==> config.mk <==
export PLATFORM = sky130hd
export DESIGN_NAME = quad_phase_pin_mux
export DESIGN_NICKNAME = d
export VERILOG_FILES = /design/src/logic/quad_phase_pin_mux_pkg.sv /design/src/logic/quad_phase_pin_mux.sv /design/src/logic/pin_sync2.sv /design/src/logic/pin_drive_cell.sv
export SDC_FILE = /design/constraint.sdc
export NUM_CORES = 1
export LEC_CHECK = 0
export ABC_CLOCK_PERIOD_IN_PS = 1900
export BUFFER_PORTS_ARGS = -buffer_cell sky130_fd_sc_hd__buf_2
export CORE_ASPECT_RATIO = 0.8
export CORE_MARGIN = 1.5
export CORE_UTILIZATION = 38
export DETAILED_ROUTE_END_ITERATION = 8
export GPL_TIMING_DRIVEN = 0
export PLACE_DENSITY = 0.62
export SYNTH_ARGS = -nofsm -noshare
export SYNTH_HDL_FRONTEND = slang
export SYNTH_HIERARCHICAL = 1
export SYNTH_SLANG_ARGS = --single-unit
==> constraint.sdc <==
create_clock -name I_CORE_CLK -period 1.9 [get_ports I_CORE_CLK]
set_input_delay 0.19 -clock I_CORE_CLK [delete_from_list [all_inputs] [get_ports I_CORE_CLK]]
set_output_delay 0.19 -clock I_CORE_CLK [all_outputs]
set_load 0.1 [all_outputs]
==> src/logic/quad_phase_pin_mux_pkg.sv <==
// constants, function codes and select decode for the two-pin phase mux
// assumes one 50 MHz core clock and synchronous active-low reset
package quad_phase_pin_mux_pkg;

    // function that a pin carries once the select and the alternate bit are merged
    // four-state base so the code can travel on a wire port
    typedef enum logic [2:0] {
        FN_QUAD,
        FN_TIMER,
        FN_SPI,
        FN_GPIO,
        FN_NONE
    } pin_func_t;

    // software select codes on the per-pin select ports
    localparam logic [1:0] SEL_QUAD = 2'h0;
    localparam logic [1:0] SEL_TIMER = 2'h1;
    localparam logic [1:0] SEL_GPIO = 2'h2;
    localparam logic [1:0] SEL_NONE = 2'h3;

    // port c pull-up bit positions and reset value (pull-ups on out of reset)
    localparam int PUR_BIT_A = 0;
    localparam int PUR_BIT_B = 1;
    localparam logic [1:0] PUR_RESET = 2'h3;

    // port c direction and data reset values: inputs, low
    localparam logic [1:0] DIR_RESET = 2'h0;
    localparam logic [1:0] DATA_RESET = 2'h0;

    // level fed to a peripheral whose function is not on the pin (pulled-up idle)
    localparam logic IDLE_IN = 1'h1;

    // the alternate bit overrides the select and hands the pin to spi port 1
    function automatic pin_func_t decode_sel(input logic alt, input logic [1:0] sel);
        pin_func_t f;
        f = FN_NONE;
        if (alt) begin
            f = FN_SPI;
        end else begin
            case (sel)
                SEL_QUAD: f = FN_QUAD;
                SEL_TIMER: f = FN_TIMER;
                SEL_GPIO: f = FN_GPIO;
                default: f = FN_NONE;
            endcase
        end
        return f;
    endfunction : decode_sel

endpackage : quad_phase_pin_mux_pkg

==> src/logic/quad_phase_pin_mux.sv <==
// function mux for the two pins that default to quadrature decoder 1 phase inputs
// assumes peripherals run on the core clock; pin inputs are asynchronous
//
// Operation
// on the full variant the first pin carries the decoder 1 phase A input after reset.
// on the full variant the second pin carries the decoder 1 phase B input after reset.
// on the reduced variant neither pin carries a listed function after reset.
// the phase A alternate select bit routes the spi 1 serial clock to the first pin.
// the phase B alternate select bit routes the spi 1 master-out data to the second pin.
// clearing port c pull-up bit 0 turns off the first pin's pull-up.
// clearing port c pull-up bit 1 turns off the second pin's pull-up.
// the spi clock pin is driven in master mode and is the clock input in slave mode.
// master-out data leads the sampling clock edge by half a cycle.
// each pin in port c gpio use has its own direction.
// selects are registered and a change takes effect on the next clock cycle.
`timescale 1ns/1ns
module quad_phase_pin_mux #(
    parameter bit FULL_VARIANT = 1'b1
) (
    input wire logic I_CORE_CLK,
    input wire logic I_NRST,
    input wire logic I_PIN_A_IN,
    input wire logic I_PIN_B_IN,
    output logic O_PIN_A_OUT,
    output logic O_PIN_A_OE,
    output logic O_PIN_A_PULLUP,
    output logic O_PIN_B_OUT,
    output logic O_PIN_B_OE,
    output logic O_PIN_B_PULLUP,
    input wire logic I_SEL_WR,
    input wire logic [1:0] I_SEL_A,
    input wire logic [1:0] I_SEL_B,
    input wire logic I_PHASE_A_ALT_SELECT,
    input wire logic I_PHASE_B_ALT_SELECT,
    input wire logic [1:0] I_PORT_C_PULLUP,
    input wire logic [1:0] I_PORT_C_DIR,
    input wire logic [1:0] I_PORT_C_DATA,
    input wire logic I_TIMER_B_CH0_OUT,
    input wire logic I_TIMER_B_CH0_OE,
    input wire logic I_TIMER_B_CH1_OUT,
    input wire logic I_TIMER_B_CH1_OE,
    input wire logic I_SPI1_MASTER,
    input wire logic I_SPI1_CLOCK_OUT,
    input wire logic I_SPI1_MOSI_OUT,
    output logic O_QUAD1_PHASE_A_IN,
    output logic O_QUAD1_PHASE_B_IN,
    output logic O_TIMER_B_CH0_IN,
    output logic O_TIMER_B_CH1_IN,
    output logic O_SPI1_CLOCK_IN,
    output logic O_SPI1_MOSI_IN,
    output logic [1:0] O_PORT_C_IN
);
    // reset select depends on the variant; the reduced part comes up with no function
    localparam logic [1:0] SEL_RESET =
        FULL_VARIANT ? quad_phase_pin_mux_pkg::SEL_QUAD : quad_phase_pin_mux_pkg::SEL_NONE;

    // select state
    logic [1:0] sel_a_r;
    logic [1:0] sel_a_nxt;
    logic [1:0] sel_b_r;
    logic [1:0] sel_b_nxt;
    logic alt_a_r;
    logic alt_a_nxt;
    logic alt_b_r;
    logic alt_b_nxt;
    logic [1:0] pur_r;
    logic [1:0] pur_nxt;
    logic [1:0] dir_r;
    logic [1:0] dir_nxt;
    logic [1:0] dat_r;
    logic [1:0] dat_nxt;

    // peripheral input state
    logic quad_a_r;
    logic quad_a_nxt;
    logic quad_b_r;
    logic quad_b_nxt;
    logic tmr0_r;
    logic tmr0_nxt;
    logic tmr1_r;
    logic tmr1_nxt;
    logic sclk_r;
    logic sclk_nxt;
    logic mosi_r;
    logic mosi_nxt;
    logic [1:0] gpin_r;
    logic [1:0] gpin_nxt;

    logic [1:0] pin_sync;
    quad_phase_pin_mux_pkg::pin_func_t func_a;
    quad_phase_pin_mux_pkg::pin_func_t func_b;
    logic pin_a_out;
    logic pin_a_oe;
    logic pin_a_pu;
    logic pin_b_out;
    logic pin_b_oe;
    logic pin_b_pu;

    pin_sync2 u_sync (
        .i_clk(I_CORE_CLK),
        .i_nrst(I_NRST),
        .i_async({I_PIN_B_IN, I_PIN_A_IN}),
        .o_sync(pin_sync)
    );

    // select registers; the mux below reads only these, never the raw ports
    always_comb begin
        sel_a_nxt = sel_a_r;
        sel_b_nxt = sel_b_r;
        if (I_SEL_WR) begin
            sel_a_nxt = I_SEL_A;
            sel_b_nxt = I_SEL_B;
        end
        alt_a_nxt = I_PHASE_A_ALT_SELECT;
        alt_b_nxt = I_PHASE_B_ALT_SELECT;
        pur_nxt = I_PORT_C_PULLUP;
        dir_nxt = I_PORT_C_DIR;
        dat_nxt = I_PORT_C_DATA;
        if (!I_NRST) begin
            sel_a_nxt = SEL_RESET;
            sel_b_nxt = SEL_RESET;
            alt_a_nxt = 1'h0;
            alt_b_nxt = 1'h0;
            pur_nxt = quad_phase_pin_mux_pkg::PUR_RESET;
            dir_nxt = quad_phase_pin_mux_pkg::DIR_RESET;
            dat_nxt = quad_phase_pin_mux_pkg::DATA_RESET;
        end
    end

    always_ff @(posedge I_CORE_CLK) begin
        sel_a_r <= sel_a_nxt;
        sel_b_r <= sel_b_nxt;
        alt_a_r <= alt_a_nxt;
        alt_b_r <= alt_b_nxt;
        pur_r <= pur_nxt;
        dir_r <= dir_nxt;
        dat_r <= dat_nxt;
    end

    // alternate bit wins over the select code
    assign func_a = quad_phase_pin_mux_pkg::decode_sel(alt_a_r, sel_a_r);
    assign func_b = quad_phase_pin_mux_pkg::decode_sel(alt_b_r, sel_b_r);

    // clock and data go through identical stages, so their half-cycle spacing survives
    pin_drive_cell u_cell_a (
        .i_clk(I_CORE_CLK),
        .i_nrst(I_NRST),
        .i_func(func_a),
        .i_timer_out(I_TIMER_B_CH0_OUT),
        .i_timer_oe(I_TIMER_B_CH0_OE),
        .i_spi_out(I_SPI1_CLOCK_OUT),
        .i_spi_oe(I_SPI1_MASTER),
        .i_gpio_out(dat_r[quad_phase_pin_mux_pkg::PUR_BIT_A]),
        .i_gpio_oe(dir_r[quad_phase_pin_mux_pkg::PUR_BIT_A]),
        .i_pullup(pur_r[quad_phase_pin_mux_pkg::PUR_BIT_A]),
        .o_out(pin_a_out),
        .o_oe(pin_a_oe),
        .o_pullup(pin_a_pu)
    );

    pin_drive_cell u_cell_b (
        .i_clk(I_CORE_CLK),
        .i_nrst(I_NRST),
        .i_func(func_b),
        .i_timer_out(I_TIMER_B_CH1_OUT),
        .i_timer_oe(I_TIMER_B_CH1_OE),
        .i_spi_out(I_SPI1_MOSI_OUT),
        .i_spi_oe(I_SPI1_MASTER),
        .i_gpio_out(dat_r[quad_phase_pin_mux_pkg::PUR_BIT_B]),
        .i_gpio_oe(dir_r[quad_phase_pin_mux_pkg::PUR_BIT_B]),
        .i_pullup(pur_r[quad_phase_pin_mux_pkg::PUR_BIT_B]),
        .o_out(pin_b_out),
        .o_oe(pin_b_oe),
        .o_pullup(pin_b_pu)
    );

    // inputs to peripherals; an unselected peripheral sees the idle level, not the pin
    always_comb begin
        quad_a_nxt = quad_phase_pin_mux_pkg::IDLE_IN;
        quad_b_nxt = quad_phase_pin_mux_pkg::IDLE_IN;
        tmr0_nxt = quad_phase_pin_mux_pkg::IDLE_IN;
        tmr1_nxt = quad_phase_pin_mux_pkg::IDLE_IN;
        sclk_nxt = quad_phase_pin_mux_pkg::IDLE_IN;
        mosi_nxt = quad_phase_pin_mux_pkg::IDLE_IN;
        gpin_nxt = {2{quad_phase_pin_mux_pkg::IDLE_IN}};
        case (func_a)
            quad_phase_pin_mux_pkg::FN_QUAD: quad_a_nxt = pin_sync[0];
            quad_phase_pin_mux_pkg::FN_TIMER: tmr0_nxt = pin_sync[0];
            quad_phase_pin_mux_pkg::FN_SPI: sclk_nxt = pin_sync[0];
            quad_phase_pin_mux_pkg::FN_GPIO: gpin_nxt[0] = pin_sync[0];
            default: quad_a_nxt = quad_phase_pin_mux_pkg::IDLE_IN;
        endcase
        case (func_b)
            quad_phase_pin_mux_pkg::FN_QUAD: quad_b_nxt = pin_sync[1];
            quad_phase_pin_mux_pkg::FN_TIMER: tmr1_nxt = pin_sync[1];
            quad_phase_pin_mux_pkg::FN_SPI: mosi_nxt = pin_sync[1];
            quad_phase_pin_mux_pkg::FN_GPIO: gpin_nxt[1] = pin_sync[1];
            default: quad_b_nxt = quad_phase_pin_mux_pkg::IDLE_IN;
        endcase
        if (!I_NRST) begin
            quad_a_nxt = quad_phase_pin_mux_pkg::IDLE_IN;
            quad_b_nxt = quad_phase_pin_mux_pkg::IDLE_IN;
            tmr0_nxt = quad_phase_pin_mux_pkg::IDLE_IN;
            tmr1_nxt = quad_phase_pin_mux_pkg::IDLE_IN;
            sclk_nxt = quad_phase_pin_mux_pkg::IDLE_IN;
            mosi_nxt = quad_phase_pin_mux_pkg::IDLE_IN;
            gpin_nxt = {2{quad_phase_pin_mux_pkg::IDLE_IN}};
        end
    end

    always_ff @(posedge I_CORE_CLK) begin
        quad_a_r <= quad_a_nxt;
        quad_b_r <= quad_b_nxt;
        tmr0_r <= tmr0_nxt;
        tmr1_r <= tmr1_nxt;
        sclk_r <= sclk_nxt;
        mosi_r <= mosi_nxt;
        gpin_r <= gpin_nxt;
    end

    assign O_PIN_A_OUT = pin_a_out;
    assign O_PIN_A_OE = pin_a_oe;
    assign O_PIN_A_PULLUP = pin_a_pu;
    assign O_PIN_B_OUT = pin_b_out;
    assign O_PIN_B_OE = pin_b_oe;
    assign O_PIN_B_PULLUP = pin_b_pu;
    assign O_QUAD1_PHASE_A_IN = quad_a_r;
    assign O_QUAD1_PHASE_B_IN = quad_b_r;
    assign O_TIMER_B_CH0_IN = tmr0_r;
    assign O_TIMER_B_CH1_IN = tmr1_r;
    assign O_SPI1_CLOCK_IN = sclk_r;
    assign O_SPI1_MOSI_IN = mosi_r;
    assign O_PORT_C_IN = gpin_r;

    // checks: pin paths are three flops deep, drive paths one flop behind the selects
    a_reset_phase_a: assert property (@(posedge I_CORE_CLK) disable iff (!I_NRST)
        (FULL_VARIANT && !$past(I_NRST) && !alt_a_r)
        |-> (func_a == quad_phase_pin_mux_pkg::FN_QUAD))
        else $error("first pin not on phase A input after reset");

    a_quad_a_follow: assert property (@(posedge I_CORE_CLK) disable iff (!I_NRST)
        (func_a == quad_phase_pin_mux_pkg::FN_QUAD) |-> ##1 (quad_a_r == $past(pin_sync[0])))
        else $error("phase A input does not follow the first pin");

    a_reset_phase_b: assert property (@(posedge I_CORE_CLK) disable iff (!I_NRST)
        (FULL_VARIANT && !$past(I_NRST) && !alt_b_r)
        |-> (func_b == quad_phase_pin_mux_pkg::FN_QUAD))
        else $error("second pin not on phase B input after reset");

    a_quad_b_follow: assert property (@(posedge I_CORE_CLK) disable iff (!I_NRST)
        (func_b == quad_phase_pin_mux_pkg::FN_QUAD) |-> ##1 (quad_b_r == $past(pin_sync[1])))
        else $error("phase B input does not follow the second pin");

    a_reduced_no_func: assert property (@(posedge I_CORE_CLK) disable iff (!I_NRST)
        (!FULL_VARIANT && !$past(I_NRST) && !alt_a_r && !alt_b_r && !I_SEL_WR)
        |-> ##1 (!pin_a_oe && !pin_b_oe && quad_a_r && quad_b_r))
        else $error("reduced variant left a function on a pin after reset");

    a_spi_clock_route: assert property (@(posedge I_CORE_CLK) disable iff (!I_NRST)
        (alt_a_r && I_SPI1_MASTER) |-> ##1 (pin_a_oe && pin_a_out == $past(I_SPI1_CLOCK_OUT)))
        else $error("spi clock not routed to first pin");

    a_spi_mosi_route: assert property (@(posedge I_CORE_CLK) disable iff (!I_NRST)
        (alt_b_r && I_SPI1_MASTER) |-> ##1 (pin_b_oe && pin_b_out == $past(I_SPI1_MOSI_OUT)))
        else $error("spi master-out not routed to second pin");

    a_pullup_off_a: assert property (@(posedge I_CORE_CLK) disable iff (!I_NRST)
        (!I_PORT_C_PULLUP[0] ##1 I_NRST) |-> ##1 !pin_a_pu)
        else $error("first pin pull-up still on after bit 0 cleared");

    a_pullup_off_b: assert property (@(posedge I_CORE_CLK) disable iff (!I_NRST)
        (!I_PORT_C_PULLUP[1] ##1 I_NRST) |-> ##1 !pin_b_pu)
        else $error("second pin pull-up still on after bit 1 cleared");

    a_slave_clock_in: assert property (@(posedge I_CORE_CLK) disable iff (!I_NRST)
        (alt_a_r && !I_SPI1_MASTER) |-> ##1 (!pin_a_oe && sclk_r == $past(pin_sync[0])))
        else $error("slave-mode spi clock pin driven or not taken in");

    a_data_clock_align: assert property (@(posedge I_CORE_CLK) disable iff (!I_NRST)
        (alt_a_r && alt_b_r && I_SPI1_MASTER)
        |-> ##1 (pin_a_out == $past(I_SPI1_CLOCK_OUT) && pin_b_out == $past(I_SPI1_MOSI_OUT)))
        else $error("spi clock and data skewed through the mux");

    a_gpio_own_dir: assert property (@(posedge I_CORE_CLK) disable iff (!I_NRST)
        (func_a == quad_phase_pin_mux_pkg::FN_GPIO && func_b == quad_phase_pin_mux_pkg::FN_GPIO)
        |-> ##1 (pin_a_oe == $past(dir_r[0]) && pin_b_oe == $past(dir_r[1])))
        else $error("gpio direction not taken per pin");

    a_select_next_cycle: assert property (@(posedge I_CORE_CLK) disable iff (!I_NRST)
        (I_SEL_WR && I_SEL_A == quad_phase_pin_mux_pkg::SEL_GPIO && !I_PHASE_A_ALT_SELECT)
        ##1 I_NRST |-> (func_a == quad_phase_pin_mux_pkg::FN_GPIO)
        ##1 (pin_a_oe == $past(dir_r[0])))
        else $error("select write did not take effect on the next cycle");

    a_mosi_slave_in: assert property (@(posedge I_CORE_CLK) disable iff (!I_NRST)
        (alt_b_r && !I_SPI1_MASTER) |-> ##1 (!pin_b_oe && mosi_r == $past(pin_sync[1])))
        else $error("slave-mode master-out pin driven or not taken in");

    a_pullup_on_a: assert property (@(posedge I_CORE_CLK) disable iff (!I_NRST)
        (I_PORT_C_PULLUP[0] ##1 I_NRST) |-> ##1 pin_a_pu)
        else $error("first pin pull-up off while bit 0 set");

    a_pullup_on_b: assert property (@(posedge I_CORE_CLK) disable iff (!I_NRST)
        (I_PORT_C_PULLUP[1] ##1 I_NRST) |-> ##1 pin_b_pu)
        else $error("second pin pull-up off while bit 1 set");

    // a peripheral that lost its pin must not keep seeing stale pin levels
    a_timer_a_idle: assert property (@(posedge I_CORE_CLK) disable iff (!I_NRST)
        (func_a != quad_phase_pin_mux_pkg::FN_TIMER)
        |-> ##1 (tmr0_r == quad_phase_pin_mux_pkg::IDLE_IN))
        else $error("timer channel 0 input not idle while unselected");

    a_timer_b_idle: assert property (@(posedge I_CORE_CLK) disable iff (!I_NRST)
        (func_b != quad_phase_pin_mux_pkg::FN_TIMER)
        |-> ##1 (tmr1_r == quad_phase_pin_mux_pkg::IDLE_IN))
        else $error("timer channel 1 input not idle while unselected");
endmodule : quad_phase_pin_mux

==> src/logic/pin_sync2.sv <==
// two-flop synchroniser for the pin inputs
// assumes the pin level is asynchronous to the core clock
`timescale 1ns/1ns
module pin_sync2 (
    input wire logic i_clk,
    input wire logic i_nrst,
    input wire logic [1:0] i_async,
    output logic [1:0] o_sync
);
    logic [1:0] stage1_r;
    logic [1:0] stage1_nxt;
    logic [1:0] stage2_r;
    logic [1:0] stage2_nxt;

    // first stage is read only by the second stage
    always_comb begin
        stage1_nxt = i_async;
        stage2_nxt = stage1_r;
        if (!i_nrst) begin
            stage1_nxt = {2{quad_phase_pin_mux_pkg::IDLE_IN}};
            stage2_nxt = {2{quad_phase_pin_mux_pkg::IDLE_IN}};
        end
    end

    always_ff @(posedge i_clk) begin
        stage1_r <= stage1_nxt;
        stage2_r <= stage2_nxt;
    end

    assign o_sync = stage2_r;
endmodule : pin_sync2

==> src/logic/pin_drive_cell.sv <==
// registered output stage of one multiplexed pin: level, enable and pull-up
// assumes the function code is already registered by the caller
`timescale 1ns/1ns
module pin_drive_cell (
    input wire logic i_clk,
    input wire logic i_nrst,
    input wire quad_phase_pin_mux_pkg::pin_func_t i_func,
    input wire logic i_timer_out,
    input wire logic i_timer_oe,
    input wire logic i_spi_out,
    input wire logic i_spi_oe,
    input wire logic i_gpio_out,
    input wire logic i_gpio_oe,
    input wire logic i_pullup,
    output logic o_out,
    output logic o_oe,
    output logic o_pullup
);
    logic out_r;
    logic out_nxt;
    logic oe_r;
    logic oe_nxt;
    logic pu_r;
    logic pu_nxt;

    // quad input and no function never drive; the pin stays an input
    always_comb begin
        out_nxt = 1'h0;
        oe_nxt = 1'h0;
        pu_nxt = i_pullup;
        case (i_func)
            quad_phase_pin_mux_pkg::FN_TIMER: begin
                out_nxt = i_timer_out;
                oe_nxt = i_timer_oe;
            end
            quad_phase_pin_mux_pkg::FN_SPI: begin
                out_nxt = i_spi_out;
                oe_nxt = i_spi_oe;
            end
            quad_phase_pin_mux_pkg::FN_GPIO: begin
                out_nxt = i_gpio_out;
                oe_nxt = i_gpio_oe;
            end
            default: begin
                out_nxt = 1'h0;
                oe_nxt = 1'h0;
            end
        endcase
        if (!i_nrst) begin
            out_nxt = 1'h0;
            oe_nxt = 1'h0;
            pu_nxt = 1'h1;
        end
    end

    always_ff @(posedge i_clk) begin
        out_r <= out_nxt;
        oe_r <= oe_nxt;
        pu_r <= pu_nxt;
    end

    assign o_out = out_r;
    assign o_oe = oe_r;
    assign o_pullup = pu_r;
endmodule : pin_drive_cell

# Word level (Yosys, flattened, before mapping)
# Cells that the tools add are included.
[word_totals]
ff_bits = 30
input_bits = 24
out_inout_bits = 14
word_cells = 53
[classes]
n_eq_ne = 10
muxes = 8
reduce_logical = 12
[op_table]
columns = ["op", "count"]
rows = [
  ["$pmux 3 s3", 2],
  ["$reduce_and 2->1", 8],
  ["$eq 3x2->1 const B", 4],
  ["$pmux 1 s3", 4],
  ["$eq 3x1->1 const B", 2],
  ["$logic_not 3->1", 2],
  ["$mux 3", 2],
  ["$eq 2x1->1 const B", 2],
  ["$eq 2x2->1 const B", 2],
  ["$logic_not 2->1", 2],
]

# Depth between registers and ports, before layout
# Gate-level depths: netlist of run 1.
[logic_depth]
ltp_word = 5
depth_mapped = 6

# Modules after synthesis
# Netlist of run 1, hierarchy kept.
[by_module_without_submodules]
columns = ["mod", "n_inst", "cells_each", "area_each_um2"]
rows = [
  ["quad_phase_pin_mux", 1, 63, 706.9],
  ["pin_drive_cell", 2, 11, 117.6],
  ["pin_sync2", 1, 8, 105.1],
]

# Least setup slack after synthesis of run 1
# OpenSTA, ideal clock, no wires.
[synth_timing]
path_type = "register to register"
start = "reg sel_b_r[0]"
end = "reg u_cell_b.oe_r, in the netlist u_cell_b/o_oe"
arrival_ns = 1.203
required_time_ns = 1.778
setup_slack_ns = 0.575
path_stages_with_launch = 6
path_buffers = 0
synth_period_minus_slack_ns = 1.325
cell_sequence = "dfxtp_1 -> inv_1 -> ha_1 -> nor2_1 -> mux2i_1 -> a211oi_1"
[synth_between]
elab_chain_cells = 5
[synth_rtl]
columns = ["item", "line_no", "rtl"]
rows = [
  ["start: declaration", "quad_phase_pin_mux.sv:60", "logic [1:0] sel_b_r;"],
  ["start signal: assignment", "quad_phase_pin_mux.sv:132", "sel_b_r <= sel_b_nxt;"],
  ["$eq 2x2->1 (tied with other cells)", "quad_phase_pin_mux_pkg.sv:40", "case (sel)"],
  ["$pmux 3 s3 *", "quad_phase_pin_mux_pkg.sv:40", ""],
  ["$mux 3 *", "quad_phase_pin_mux_pkg.sv:37", "if (alt) begin"],
  ["net func_b[0]", "quad_phase_pin_mux.sv:91", "quad_phase_pin_mux_pkg::pin_func_t func_b;"],
  ["$eq 3x2->1 / $eq 3x1->1 (equally long branches)", "pin_drive_cell.sv:31", "case (i_func)"],
  ["$pmux 1 s3 *", "pin_drive_cell.sv:31", ""],
  ["end signal: assignment", "pin_drive_cell.sv:58", "oe_r <= oe_nxt;"],
  ["end: declaration", "pin_drive_cell.sv:21", "logic oe_r;"],
]
# The timed path passes the listed nets; every way through them passes the cells marked *.
# A chain may end at the register's enable or synchronous reset.

# Worst setup path after layout of run 1
[layout_timing]
start = "reg sel_a_r[0]"
end = "reg u_cell_a.out_r, in the netlist u_cell_a/o_out"
[layout_between]
elab_chain_cells = 5
[layout_rtl]
columns = ["item", "line_no", "rtl"]
rows = [
  ["start: declaration", "quad_phase_pin_mux.sv:58", "logic [1:0] sel_a_r;"],
  ["start signal: assignment", "quad_phase_pin_mux.sv:131", "sel_a_r <= sel_a_nxt;"],
  ["$eq 2x2->1 (tied with other cells)", "quad_phase_pin_mux_pkg.sv:40", ""],
  ["$pmux 3 s3 *", "quad_phase_pin_mux_pkg.sv:40", ""],
  ["$mux 3 *", "quad_phase_pin_mux_pkg.sv:37", ""],
  ["net func_a[0]", "quad_phase_pin_mux.sv:90", "quad_phase_pin_mux_pkg::pin_func_t func_a;"],
  ["$eq 3x2->1 / $eq 3x1->1 (equally long branches)", "pin_drive_cell.sv:31", ""],
  ["$pmux 1 s3 *", "pin_drive_cell.sv:31", ""],
  ["end signal: assignment", "pin_drive_cell.sv:57", "out_r <= out_nxt;"],
  ["end: declaration", "pin_drive_cell.sv:19", "logic out_r;"],
]
# Marked as above.

==> results of run 1 <==
-- cell usage in the layout, fill, tap and decap left out, types with 4 or more instances in the layout --
cell | netlist | layout
buf_2 | 0 | 36
ha_1 | 4 | 4
mux2i_1 | 8 | 8
dfxtp_1 | 30 | 30
nor2_1 | 4 | 4
and2_1 | 6 | 6
a21oi_1 | 4 | 4
a211oi_1 | 4 | 4
nand2b_1 | 9 | 9
nor2b_1 | 7 | 7
clkbuf_4 | 0 | 5
-- layer usage --
layer | track usage, % | vias to the layer above
met5 | 0 | -
met4 | 5.319 | 0
met3 | 6.037 | 2
met2 | 18.60 | 29
met1 | 15.01 | 312
li1 | - | 395
-- power by group through the flow --
stage / Combinational, mW / Sequential, mW / Clock [mW]
after floorplan: 0.0668 / 0.762 / 0
after global placement: 0.192 / 0.683 / 0
after detailed placement: 0.194 / 0.684 / 0
after CTS: 0.194 / 0.669 / 0.391
after global routing: 0.210 / 0.673 / 0.424
final: 0.192 / 0.669 / 0.375
-- registers in the layout, summed over array words and instances, names as in the netlist, 2 cells and up --
| signal | flops |
|---|---|
| u_sync/stage1_r | 2 |
| O_PORT_C_IN | 2 |
| u_sync/o_sync | 2 |
| sel_b_r | 2 |
| pur_r | 2 |
| sel_a_r | 2 |
| dat_r | 2 |
| dir_r | 2 |
-- through the flow --
stage                     area (µm²)  hold slack, ns  utilization (%)  power, mW
final                           1333         0.05378            52.83      1.236
after global routing            1333         0.03515            52.83      1.306
after detailed placement        1272          0.3750            50.45     0.8779
after floorplan                 1047          0.2630                -     0.8284
after CTS                       1333         0.04004            52.83      1.255
after global placement          1272          0.3682            50.45     0.8750
-- final cells by class --
class / count / area, µm² / share of cell area, %
clock buffers: 7 / 55.05 / 4.131
repair buffers: 36 / 180.2 / 13.52
clock inverters: 1 / 5.005 / 0.3756
flip-flops and latches: 30 / 600.6 / 45.07
plain buffers: 2 / 10.01 / 0.7512
well taps: 36 / 45.04 / 3.380
multi-input cells: 58 / 425.4 / 31.92
inverters: 3 / 11.26 / 0.8451
-- cells by family (layout without fill, tap and decap cells) --
family	Yosys count	in the layout	share of synthesized area, %
flip-flops	30	30	57.35
AO/OA/AOI/OAI	8	8	4.779
buffers and inverters	5	49	2.031
adder cells (fa/ha/maj)	4	4	4.779
AND/OR/NAND/NOR	38	38	23.42
multiplexers	8	8	7.647
-- how the worst max path moves through the flow --
stage | start | to | slack [ns] | cells past startpoint
after detailed placement | sel_b_r[0] | u_cell_b/o_out | 0.42 | 5
after floorplan | sel_b_r[0] | u_cell_b/o_oe | 0.58 | 5
after CTS | sel_b_r[0] | u_cell_b/o_out | 0.39 | 5
final | sel_a_r[0] | u_cell_a/o_out | 0.42 | 5
after global routing | sel_a_r[0] | u_cell_a/o_out | 0.24 | 5
after global placement | sel_b_r[0] | u_cell_b/o_out | 0.42 | 5
-- worst register-to-register path: cells and delay by family, from the launching register on --
kind                       cells  cell delay, ns
DFF                            1            0.37
and+or+nand+nor                1            0.31
adders and majority gates      1            0.32
buffers and inverters          1            0.05
AOI/OAI and AO/OA              1            0.23
muxes                          1            0.13
==> flow_metrics.tcl, run 1 <==
set metrics [dict create \
    worstReg2RegEnd "u_cell_a/o_out" \
    outcome "finished, final reports clean" \
    layout.nets 164 \
    vias_per_cell 4.266 \
    grt_max_degree 15 \
    htree_num_levels 2 \
    worstPathCellList "inv_1 -> ha_1 -> nor2_1 -> mux2i_1 -> a211oi_1" \
    synth-seq-cells 30 \
    cp_max_fo 4 \
    numPortBuffers 36 \
    root_buffer "clkbuf_4" \
    setup_viol 0 \
    fin_crit_sh_pct 77.95 \
    synthTopCellsByArea "dfxtp_1 57%, mux2i_1 7.6%, nand2b_1 5.4%" \
    reg2reg_depth 5 \
    initial_utilization_pct 41.52 \
    hpwl_mm 1.325 \
    maxUsedRoutingLayer "met4" \
    ctsHoldBuffers 0 \
    critPathBufInv 1 \
    core.rowCount 16 \
    slowest_stage "dfxtp_1" \
    wl_met3_um 157 \
    gp_congestion 0.7219 \
    wl_mm 1.715 \
    nFillCells 256 \
    ir_worst_vdd_mv 0.4604 \
    endpoint_kind "flop" \
    comb_power_share_pct 15.5 \
    area_delta_synth_final_pct 27.24 \
    cts_tree "yes" \
    die_x_um 61.70 \
    ctsResizeCount 0 \
    die_h_um 49.96 \
    start_kind "flop" \
    cts_setup_buffers 0 \
    antenna_found_initial 0 \
    wl_met2_um 728 \
    min_period_ns 1.481 \
    grt_overflow 0 \
    firstDrtPassIters 3 \
    holdPathEnd "pur_r[1]" \
    die_area_um2 3082 \
    finalMaxSlewViolations 0 \
    path_delay_family "flip-flops" \
    max_slew_margin_pct 67.69 \
    fin_tns_setup_ns 0 \
    antenna_left 0 \
    synth-async-reset-ratio_pct 0 \
    timing.final.ws_setup_ns 0.4190 \
    p_leak_nw 0.5979 \
    grt_pass1_vias 700 \
    drtIter0Drc 25 \
    worst_ep_required_time_ns 2.13 \
    ys_seq_area_share_pct 57.35 \
    worstMarginPinSlew_ns 0.4879 \
    synth_cell_types 19 \
    netlist_top_cells_count "30 x dfxtp_1, 9 x nand2b_1, 8 x mux2i_1, 7 x nor2b_1, 6 x and2_1" \
    synthCells 93 \
    reg2reg_setup_slack_ns 0.42 \
    yosysWarningCount 6 \
    hold_viol_final 0 \
    cts-buffers-inserted 5 \
    p_seq_share_pct 54.1 \
    yosysTopAreaCell "dfxtp_1" \
    p_int_mw 0.8978 \
    wl_per_cell_um 9.913 \
    rr_startpoint "sel_a_r[0]" \
    cts_buffer_depth 2 \
    max_freq_mhz 675.2 \
    clock_skew_ns 0.004647 \
    post-place-cells 165 \
    slowest_delay_ns 0.37 \
    syn_area_um2 1047 \
    instances_no_fill 173 \
    worstSkewPairLatency_ns 0.31 \
    synth_top_flop_cell "dfxtp_1" \
    avgSynthCellArea_um2 11.26 \
    hold_path.startpoint "I_PORT_C_PULLUP[1]" \
    drc_errors 0 \
    place_ws_ns 0.4152 \
    synth_nets 121 \
    core_um2 2522 \
    hold_depth 2 \
    power_switching_share_pct 27.33 \
    maxCapViolCount 0 \
    grt_pass1_wl_mm 2.739 \
    io_pins 38 \
    yosysTopAreaCellShare_pct 57.35 \
    clkPwrFrac_pct 30.3 \
    hp-class "in -> reg" \
    drive_above_1_share_pct 34.31 \
    routed-via-count 738 \
    p_sw_mw 0.3377 \
    rsz0062_at_grt "no" \
    cts.sinks 30 \
    insertedDiodeCount 0 \
    m1WireLength_um 816 \
    powerDensity_nw_per_um2 927.2 \
    crit_type "reg -> reg" \
    synth_edf_count 0 \
    cp.arrival_ns 1.71 \
    yosysMostFrequentCell "dfxtp_1" \
    clk_pin_slew_ns 0.08 \
    globalRouteTotalUtil_pct 12.45 \
]
Note: power is estimated with default switching activity, not from simulation.
==> inputs of run 2 (changes only) <==
Settings changed: ABC_AREA set to 1, ABC_CLOCK_PERIOD_IN_PS 1900 to 1350, PLACE_DENSITY 0.62 to 0.64.
Clock period 1.9 ns to 1.35 ns, I/O delays scaled along.
==> run 2 against run 1 <==
Compared with the run above: global-route usage increased by 2.4 points; cell count increased by 31%; largest power group unchanged; largest cell class unchanged; via count grew 30%; sequential share of layout area down 4.4 points; setup slack got worse by 0.33 ns; total power grew 69%.
==> flow_metrics.tcl, run 2 <==
set metrics [dict create \
    layout.nets 216 \
    gp_congestion 0.7139 \
    maxCapViolCount 0 \
    fin_crit_sh_pct 93.36 \
    avgSynthCellArea_um2 7.822 \
    synth-async-reset-ratio_pct 0 \
    design_area_um2 1484 \
    endpoint_kind "flop" \
    antenna_left 0 \
    postLayoutCoreUtil_pct 53.26 \
    grt_overflow 0 \
    busiest_layer "met2" \
    synthCells 143 \
    antenna_found_initial 0 \
    synth_top_flop_cell "dfxtp_1" \
    wl_per_cell_um 8.762 \
    cts-buffers-inserted 5 \
    drtIter0Drc 38 \
    vias_per_cell 4.238 \
    yosysWarningCount 6 \
    yosysMostFrequentCell "inv_1" \
    grt_max_degree 15 \
    core.rowCount 17 \
    final_cell_mix "37 x buf_2, 32 x inv_1, 28 x dfxtp_1" \
    synthTopCellsByArea "dfxtp_1 54%, inv_1 13%, nand2_1 9.4%" \
    setup_viol 0 \
    firstDrtPassIters 4 \
    worst_ep_required_time_ns 1.53 \
    reg2reg_depth 10 \
    crit_type "reg -> reg" \
    synth_edf_count 0 \
    max_freq_mhz 793.4 \
    cp.arrival_ns 1.44 \
    hp-class "in -> reg" \
    ctsHoldBuffers 0 \
    root_buffer "clkbuf_8" \
    synth_nets 171 \
    worstReg2RegEnd "u_cell_a/o_out" \
    core_um2 2786 \
    die_x_um 63.66 \
    nFillCells 269 \
    min_period_ns 1.260 \
    die_h_um 51.53 \
    rsz0062_at_grt "yes" \
    holdWs_ns 0.03391 \
    clock_skew_ns 0.001087 \
    hold_path.startpoint "I_PIN_B_IN" \
    area_delta_synth_final_pct 32.66 \
    mostFrequentLayoutCell "buf_2" \
    initial_utilization_pct 40.14 \
    reg2reg_setup_slack_ns 0.09 \
    numPortBuffers 37 \
    grt_pass1_vias 873 \
    synth-seq-cells 30 \
    outcome "finished, final reports clean" \
    synth_cell_types 12 \
    insertedDiodeCount 0 \
    powerDensity_nw_per_um2 1404 \
    grtUsageMet2_pct 22.81 \
    cts_tree "yes" \
    holdPathEnd "u_sync/stage1_r[1]" \
    grt_pass1_wl_mm 3.539 \
    worstSkewPairLatency_ns 0.27 \
    place_ws_ns -0.03367 \
    grtUsageMet1_pct 16.80 \
    cts_buffer_depth 2 \
    seq_area_um2 603.1 \
    drc_errors 0 \
    place_area_um2 1351 \
    multi_input_area_um2 366.6 \
    p_leak_nw 0.8367 \
    cts.sinks 30 \
    clk_pin_slew_ns 0.06 \
    die_area_um2 3280 \
    cp_max_fo 5 \
    routed-via-count 962 \
    max_slew_margin_pct 67.69 \
    rr_startpoint "sel_a_r[0]" \
    io_pins 38 \
    timing.final.ws_setup_ns 0.08966 \
    use_met3_pct 7.359 \
    hold_depth 3 \
    globalRouteTotalUtil_pct 14.84 \
    start_kind "flop" \
    syn_area_um2 1119 \
    wl_mm 1.989 \
    hpwl_mm 1.480 \
    ir_worst_vdd_mv 0.4930 \
    drive_above_1_share_pct 32.80 \
    hold_viol_final 0 \
    worstMarginPinSlew_ns 0.4880 \
    netlist_top_cells_count "38 x inv_1, 30 x dfxtp_1, 28 x nand2_1, 16 x nor2_1, 12 x nand4_1" \
    finalMaxSlewViolations 0 \
    yosysTopAreaCellShare_pct 53.69 \
    htree_num_levels 2 \
    yosysTopAreaCell "dfxtp_1" \
    ys_seq_area_share_pct 53.69 \
]
==> run 2: cell types whose count changed after synthesis, sizes merged, moves of 2 or more <==
cell | before | now
inv | 3 | 40
nand2 | 3 | 28
nand4 | 0 | 12
nor2 | 4 | 16
nand2b | 9 | 0
mux2i | 8 | 0
nor2b | 7 | 0
and2 | 6 | 0
nand3 | 1 | 6
a211oi | 4 | 0
a21oi | 4 | 0
o21ai | 0 | 4
nand3b | 3 | 0
clkbuf | 2 | 0
==> run 2: power by group <==
group          switching [mW]  internal [mW]
sequential             0.0153          0.928
combinational           0.223         0.0911
clock                   0.311          0.514
==> run 2: worst max-delay path by stage <==
stage,from,endpoint,slack [ns],cells after the start
global placement,sel_a_r[0],u_cell_a/o_out,0.01,10
detailed placement,sel_a_r[0],u_cell_a/o_out,-0.03,10
CTS,sel_a_r[0],u_cell_a/o_out,0.002,10
floorplan,sel_a_r[0],u_cell_a/o_oe,0.11,10
global route,sel_b_r[0],u_cell_b/o_oe,-0.02,10
finish,sel_a_r[0],u_cell_a/o_out,0.09,10
==> run 2: cells by family after synthesis <==
kind of cell    share of synthesized area [%]
compound gates                          2.125
fa+ha+maj                               4.474
buf+inv                                 14.43
flops                                   53.69
simple gates                            25.28
==> run 2: cell type report <==
cell class / instances / area share, %
inverter: 40 / 10.29
buffer: 1 / 0.7589
clock buffer: 8 / 7.420
timing repair buffer: 38 / 12.98
tap: 38 / 3.204
sequential: 30 / 40.64
multi-input combinational: 72 / 24.70
==> run 2: through the flow <==
stage	std cells	setup TNS [ns]	power [mW]
floorplan	143	0	1.179
global placement	218	0	1.250
detailed placement	218	-0.05891	1.258
CTS	226	0	2.097
global route	227	-0.01743	2.195
finish	227	0	2.083
==> run 2: per-layer routing <==
layer  up-vias  part of all wire, %
met5         -                    0
met2        31                   44
met4         0                  2.7
li1        520                    -
met3         5                  6.6
met1       406                   47
==> run 2: what timing repair did <==
| item | CTS | global route |
|---|---|---|
| gates resized for setup | 2 | 11 |
| endpoints found under the setup margin | 4 | 4 |
| buffers inserted | 0 | 1 |
| hold endpoints to repair | 0 | 0 |
| pin swaps | 0 | 3 |
==> run 2: critical path, stage by stage (launching register included) <==
cell and delay [ns]:
dfxtp_2 0.34, inv_1 0.04, ha_1 0.28, inv_2 0.07
nand2_2 0.06, inv_2 0.10, inv_2 0.04, nand4_1 0.06
nand3_1 0.08, nand2_1 0.06, inv_1 0.04
